$ cat src/rtl/iome_pkg.sv
// Overview of operation
// - increment_file_op adds one to file register, writes dest, updates null flag.
// - increment_skip_on_null increments into dest, no flags, skips when result is zero.
// - taken skip discards prefetched instruction, runs a no-op; two cycles total.
// - jump_absolute loads 9-bit operand to pc<8:0>, condition bits <6:5> to pc<10:9>.
// - jump_absolute takes two cycles, flushing the prefetched instruction.
// - or_literal_op ORs accumulator with 8-bit literal into accumulator, updates null flag.
// - or_register_op ORs accumulator with file register into dest, updates null flag.
// - store_accumulator_op copies accumulator to file register, flags unchanged.
// - copy_register_op moves file register to dest and updates null flag.
package iome_pkg;
   localparam int DATA_W = 8;
   localparam int ADDR_W = 5;
   localparam int PC_W   = 11;
   localparam int JUMP_W = 9;
   localparam int INSN_W = 12;
   // condition register bits that supply the page of a jump
   localparam int PAGE_LO = 5;
   localparam int PAGE_HI = 6;
   localparam int DEST_BIT = 5;
   localparam logic [PC_W-1:0]   PC_RESET  = 11'h000;
   localparam logic [PC_W-1:0]   PC_STEP   = 11'h001;
   localparam logic [DATA_W-1:0] DATA_ZERO = 8'h00;
   localparam logic [DATA_W-1:0] DATA_ONE  = 8'h01;
   // opcode patterns of the twelve-bit instruction word
   localparam logic [5:0] OPC_INC_FILE  = 6'h0a;
   localparam logic [5:0] OPC_INC_SKIP  = 6'h0f;
   localparam logic [5:0] OPC_OR_FILE   = 6'h04;
   localparam logic [5:0] OPC_COPY_FILE = 6'h08;
   localparam logic [6:0] OPC_STORE_ACC = 7'h01;
   localparam logic [3:0] OPC_OR_LIT    = 4'hd;
   localparam logic [2:0] OPC_JUMP      = 3'h5;

   typedef enum logic [7:0] {
      IOME_OP_NONE  = 8'h01,
      IOME_OP_INC   = 8'h02,
      IOME_OP_INCSZ = 8'h04,
      IOME_OP_JUMP  = 8'h08,
      IOME_OP_ORL   = 8'h10,
      IOME_OP_ORF   = 8'h20,
      IOME_OP_STW   = 8'h40,
      IOME_OP_COPY  = 8'h80
   } iome_op_type;

   typedef enum logic [1:0] {
      IOME_ST_EXEC  = 2'h1,
      IOME_ST_FLUSH = 2'h2
   } iome_state_type;
endpackage

$ cat src/rtl/iome_decode.sv
`timescale 1ns/1ps
module iome_decode (
   // instruction word
   input  wire logic [iome_pkg::INSN_W-1:0] insn_i,
   // decoded operation
   output iome_pkg::iome_op_type            op_o
);
   import iome_pkg::*;

   always_comb begin
      op_o = IOME_OP_NONE;
      if (insn_i[11:6] == OPC_INC_FILE) begin
         op_o = IOME_OP_INC;
      end else if (insn_i[11:6] == OPC_INC_SKIP) begin
         op_o = IOME_OP_INCSZ;
      end else if (insn_i[11:6] == OPC_OR_FILE) begin
         op_o = IOME_OP_ORF;
      end else if (insn_i[11:6] == OPC_COPY_FILE) begin
         op_o = IOME_OP_COPY;
      end else if (insn_i[11:5] == OPC_STORE_ACC) begin
         op_o = IOME_OP_STW;
      end else if (insn_i[11:8] == OPC_OR_LIT) begin
         op_o = IOME_OP_ORL;
      end else if (insn_i[11:9] == OPC_JUMP) begin
         op_o = IOME_OP_JUMP;
      end
   end
endmodule // iome_decode

$ cat src/rtl/iome_exec.sv
`timescale 1ns/1ps
module iome_exec (
   // clock, reset, enable
   input  wire logic                         clk_i,
   input  wire logic                         rst_i,
   input  wire logic                         ce_i,
   // prefetched instruction
   input  wire logic [iome_pkg::INSN_W-1:0]  insn_i,
   // file register read data for the addressed location
   input  wire logic [iome_pkg::DATA_W-1:0]  file_rdata_i,
   // condition register supplied by the rest of the core
   input  wire logic [iome_pkg::DATA_W-1:0]  cond_reg_i,
   // file register access
   output logic      [iome_pkg::ADDR_W-1:0]  file_addr_o,
   output logic                              file_we_o,
   output logic      [iome_pkg::DATA_W-1:0]  file_wdata_o,
   // core state
   output logic      [iome_pkg::DATA_W-1:0]  accum_o,
   output logic                              null_result_flag_o,
   output logic      [iome_pkg::PC_W-1:0]    program_counter_o,
   output logic                              flush_o
);
   import iome_pkg::*;

   typedef struct packed {
      iome_state_type          state;
      logic [DATA_W-1:0]       accum;
      logic                    nflag;
      logic [PC_W-1:0]         pc;
      logic                    we;
      logic [ADDR_W-1:0]       waddr;
      logic [DATA_W-1:0]       wdata;
   } iome_regs_type;

   iome_regs_type r;
   iome_regs_type next_r;
   iome_op_type   op;
   logic [DATA_W-1:0] result;
   logic              dest_file;

   iome_decode u_decode (
      .insn_i (insn_i),
      .op_o   (op)
   );

   assign dest_file = insn_i[DEST_BIT];

   // file address comes straight from the word; the register file reads it combinationally
   assign file_addr_o = insn_i[ADDR_W-1:0];

   always_comb begin
      next_r = r;
      next_r.we = 1'b0;
      result = DATA_ZERO;
      if (r.state == IOME_ST_FLUSH) begin
         // the prefetched word is dropped and executes as a no-op
         next_r.state = IOME_ST_EXEC;
         next_r.pc    = r.pc + PC_STEP;
      end else begin
         next_r.pc = r.pc + PC_STEP;
         case (op)
            IOME_OP_INC: begin
               result = file_rdata_i + DATA_ONE;
               next_r.nflag = (result == DATA_ZERO);
            end
            IOME_OP_INCSZ: begin
               result = file_rdata_i + DATA_ONE;
               if (result == DATA_ZERO) begin
                  next_r.state = IOME_ST_FLUSH;
               end
            end
            IOME_OP_ORL: begin
               result = r.accum | insn_i[DATA_W-1:0];
               next_r.nflag = (result == DATA_ZERO);
            end
            IOME_OP_ORF: begin
               result = r.accum | file_rdata_i;
               next_r.nflag = (result == DATA_ZERO);
            end
            IOME_OP_COPY: begin
               result = file_rdata_i;
               next_r.nflag = (result == DATA_ZERO);
            end
            IOME_OP_STW: begin
               result = r.accum;
            end
            IOME_OP_JUMP: begin
               next_r.pc = {cond_reg_i[PAGE_HI:PAGE_LO], insn_i[JUMP_W-1:0]};
               next_r.state = IOME_ST_FLUSH;
            end
            default: begin
            end
         endcase
         case (op)
            IOME_OP_INC, IOME_OP_INCSZ, IOME_OP_ORF, IOME_OP_COPY: begin
               if (dest_file) begin
                  next_r.we = 1'b1;
               end else begin
                  next_r.accum = result;
               end
            end
            IOME_OP_ORL: begin
               next_r.accum = result;
            end
            IOME_OP_STW: begin
               next_r.we = 1'b1;
            end
            default: begin
            end
         endcase
         next_r.waddr = insn_i[ADDR_W-1:0];
         next_r.wdata = result;
      end
   end

   always_ff @(posedge clk_i or posedge rst_i) begin
      if (rst_i) begin
         r.state <= IOME_ST_EXEC;
         r.accum <= DATA_ZERO;
         r.nflag <= 1'b0;
         r.pc    <= PC_RESET;
         r.we    <= 1'b0;
         r.waddr <= '0;
         r.wdata <= DATA_ZERO;
      end else if (ce_i) begin
         r <= next_r;
      end
   end

   // write strobe is registered, one cycle after execute; gated by enable so a freeze
   // never repeats a write
   assign file_we_o          = r.we & ce_i;
   assign file_wdata_o       = r.wdata;
   assign accum_o            = r.accum;
   assign null_result_flag_o = r.nflag;
   assign program_counter_o  = r.pc;
   assign flush_o            = (r.state == IOME_ST_FLUSH);
endmodule // iome_exec

$ cat config.mk
export PLATFORM = sky130hd
export DESIGN_NAME = iome_exec
export DESIGN_NICKNAME = d
export VERILOG_FILES = /design/src/rtl/iome_pkg.sv /design/src/rtl/iome_decode.sv /design/src/rtl/iome_exec.sv
export SDC_FILE = /design/constraint.sdc
export NUM_CORES = 1
export LEC_CHECK = 0
export BUFFER_PORTS_ARGS = -buffer_cell sky130_fd_sc_hd__buf_4
export CORE_MARGIN = 8
export CORE_UTILIZATION = 30
export DETAILED_ROUTE_END_ITERATION = 12
export MAX_ROUTING_LAYER = met4
export PLACE_DENSITY = 0.54
export SLEW_MARGIN = 40
export SYNTH_ARGS = -nofsm -noshare
export SYNTH_HDL_FRONTEND = slang
export SYNTH_SLANG_ARGS = --single-unit
$ cat constraint.sdc
create_clock -name clk_i -period 4.5 [get_ports clk_i]
set_input_delay 0.675 -clock clk_i [delete_from_list [all_inputs] [get_ports clk_i]]
set_output_delay 0.675 -clock clk_i [all_outputs]
set_load 0.01 [all_outputs]
==> metrics.yaml <==
status:
  outcome: "finished, final reports clean"
synth:
  synthesis.area_sq_um: 2400
  synthArstFlopShare: 1.00
  synth_xor_area_frac: 0.0256
  number_of_enable_type_register_cells_in_the_synthesized_netlist: 0
  synth.ff_latch_count: 31
  synth.yosys.warnings: 0
  synthesis.nets: 318
  synth_mux_area_frac: 0.0417
  synth_simple_gate_area_share: 0.206
  yosysTopAreaCellShare: 0.313
  seq_area_frac_synth: 0.324
  synth_compound_gate_area_share: 0.239
  syn_area_per_cell_sq_um: 8.45
  dominantRegCellSynth: "dfrtp_1"
  synthAdderAreaFrac: 0.0156
  synthDominantAreaCellType: "dfrtp_1"
  yosys-top-cells-area: "dfrtp_1 31%, buf_4 10%, a21oi_1 5.4%"
  largest_family_of_logic_cells_by_synthesized_area: "compound AO/OA/AOI/OAI gates"
  syn-instance-count: 284
  synth_cell_type_count: 63
sta:
  final-hold-violation-count: 0
  relSlewSlack: 0.660
  max_slew_vio_count: 0
  grt_setup_unrepaired: "false"
  post-route-period-util: 0.528
  final.min_clock_period_ns: 2.38
  timing.setup.tns_ns: 0
  fin_hold_ws_ns: 0.484
  worst_slew_pin_slew_ns: 0.505
  setup-violations-final: 0
  max_freq_mhz: 421
  worst_clock_skew_ns: 0.00203
clock_tree:
  htree_num_levels: 2
  clk_pin_slew_ns: 0.07
  cts_made_buffers: 5
  cts_hold_repair.buffers: 0
  cells_resized_by_post_cts_repair: 0
  clock_network_latency_to_the_later_pin_of_the_worst_skew_pair_ns: 0.28
  maximum_clock_path_buffer_count: 2
  cts_tree: "built"
  post_cts_buffers: 0
  cts_num_sinks: 31
  clk_root_buffer_cell: "clkbuf_8"
critical_path:
  critical_path.max_fanout: 13
  highest_cell_delay_on_the_worst_timing_path_ns: 0.41
  r2r_setup_slack_ns: 2.48
  worstPathArrival_ns: 2.55
  critPathRequiredTime_ns: 4.67
  setup.worst_path.end_class: "flop"
  number_of_buffer_and_inverter_instances_along_the_worst_setup_path: 1
  worstSetupPathType: "in -> reg"
  cpLargestDelayFamily: "simple AND/OR/NAND/NOR gates"
  critPathLaunchType: "primary input"
  worstPathCellList: "buf_4 > nor2b_1 > nand4b_1 > a21oi_1 > o21a_2 > mux2_2"
  crit_slowest_cell: "nand4b_1"
power_and_ir_drop:
  power_density_nw_per_um2: 436
  irDropWorstVdd_uv: 131
  power.leakage_nw: 1.20
  power_switching_share: 0.356
  comb_power_share: 0.383
  power_report.internal_total_mw: 0.780
  share_seq_of_total_power: 0.380
  p_clk_frac: 0.237
  net-switching-power_mw: 0.431
detailed_routing:
  drtPass1Iterations: 4
  finalWirelength_mm: 6.80
  residual_antenna_violating_net_count_after_detailed_routing: 0
  drt_first_iter_violations: 134
  routedWlPerCell_um: 16.8
  drc: 0
  drt-vias-per-instance: 5.25
  num_vias: 2121
placement:
  port_buffers: 59
  finalWeightedCongestion: 0.836
  placedInstanceArea_sq_um: 2660
  place.detailed.hpwl_mm: 5.13
  placed_cells_incl_taps: 396
global_routing:
  combined_global_route_utilization_of_all_metal_layers: 0.125
  grt_max_degree: 32
  first_global_vias: 2123
  grt_pass1_wl_mm: 11.1
  grt_remaining_overflow: 0
  initial_antenna_violation_count: 0
floorplanning:
  site_row_count: 32
  floorplan.die_area_sq_um: 11100
  floorplan.initialDensity: 0.310
  dieWidth_um: 105
  core_region_sq_um: 7730
  die_height_um: 105
  ios: 66
final_layout:
  filler_cell_count: 818
  num-nets-final: 335
  instances_no_fill: 404
  stdcell_area_sq_um: 2780
  diodes: 0
  drive_above_1_share: 0.281
  flow.area_growth_from_synthesis_pct: 15.9
job:
  cap_violations: 0
min_path:
  hold_path.class: "in -> async"
==> worst reg2reg max path: cells and delay by family (launching register included) <==
family          cells  cell delay, ns
mux                 1            0.35
simple gates        2            0.70
flops               1            0.53
compound gates      1            0.32
==> kinds of logic (layout without fill, tap and decap cells) <==
group,count (synthesis),in the layout
adder cells (fa/ha/maj),3,3
AO/OA/AOI/OAI,85,85
flip-flops,31,31
buffers and inverters,59,77
AND/OR/NAND/NOR,90,90
XOR/XNOR,7,7
multiplexers,9,9
==> state kept, by name (all words and copies together), names as in the netlist <==
signal	count
program_counter_o	11
accum_o	8
r	3
file_wdata_o	8
null_result_flag_o	1
==> power by group through the flow <==
stage | logic (mW) | registers [mW] | clock network (mW)
floorplan | 0.374 | 0.439 | 0
global placement | 0.467 | 0.462 | 0
detailed placement | 0.472 | 0.466 | 0
CTS | 0.473 | 0.461 | 0.296
global route | 0.519 | 0.476 | 0.310
finish | 0.464 | 0.461 | 0.287
==> cells in the final DEF, fill, tap and decap left out, types with 4 or more instances in the layout <==
cell      synthesis  routed
dfrtp_1          30      30
buf_4            32      60
o21ai_1           6       6
clkbuf_8          0       6
nor4_1            7       7
o21ai_0          12      12
inv_1             9       9
mux2_2            8       8
nand2_1          20      20
and2_1            4       4
xor2_1            4       4
nand3_1          14      13
a21oi_1          26      26
nor2_1           19      19
==> synth_stat cells (3+ instances only) <==
library cell  count
buf_4            32
dfrtp_1          30
a21oi_1          26
nand2_1          20
nor2_1           19
nand3_1          14
o21ai_0          12
clkbuf_1         10
inv_1             9
mux2_2            8
nor4_1            7
buf_2             6
o21ai_1           6
and2_1            4
xor2_1            4
ha_1              3
nand2b_1          3
o211ai_1          3
o21a_1            3
o22ai_1           3
xnor2_1           3
==> through the flow <==
stage	worst slack [ns]	power, mW	utilization
2_1_floorplan	2.29	0.814	-
3_3_place_gp	1.90	0.929	0.344
3_5_place_dp	1.90	0.938	0.344
4_1_cts	2.20	1.23	0.359
5_1_grt	1.90	1.30	0.360
6_report	2.12	1.21	0.360
==> cell type report <==
| type | instances | area, sq um | area share |
|---|---|---|---|
| multi-input cells | 194 | 1270 | 0.458 |
| flip-flops and latches | 31 | 777 | 0.280 |
| repair buffers | 60 | 450 | 0.162 |
| well taps | 102 | 128 | 0.0459 |
| clock buffers | 6 | 82.6 | 0.0297 |
| clock inverters | 2 | 35.0 | 0.0126 |
| inverters | 9 | 33.8 | 0.0122 |
==> worst paths after layout <==
kind / startpoint / cells after the start / to
worst max-delay path: insn_i[9] / 6 / accum_o[0]$_DFFE_PP0P_
worst min-delay path: rst_i / 3 / program_counter_o[1]$_DFFE_PP0P_
worst max register to register: r[34]$_DFFE_PP1P_ / 4 / accum_o[0]$_DFFE_PP0P_
worst min register to register: file_wdata_o[2]$_DFFE_PP0P_ / 1 / file_wdata_o[2]$_DFFE_PP0P_
max in group asynchronous: rst_i / 3 / r[34]$_DFFE_PP1P_
min in group clk_i: file_wdata_o[2]$_DFFE_PP0P_ / 1 / file_wdata_o[2]$_DFFE_PP0P_
==> routing by layer <==
metal	global-route usage	wire, um
met5	-	0
met4	0.0367	84
met3	0.0256	347
met2	0.200	3250
met1	0.155	3110
No activity file was read; power rests on OpenSTA's default activity.
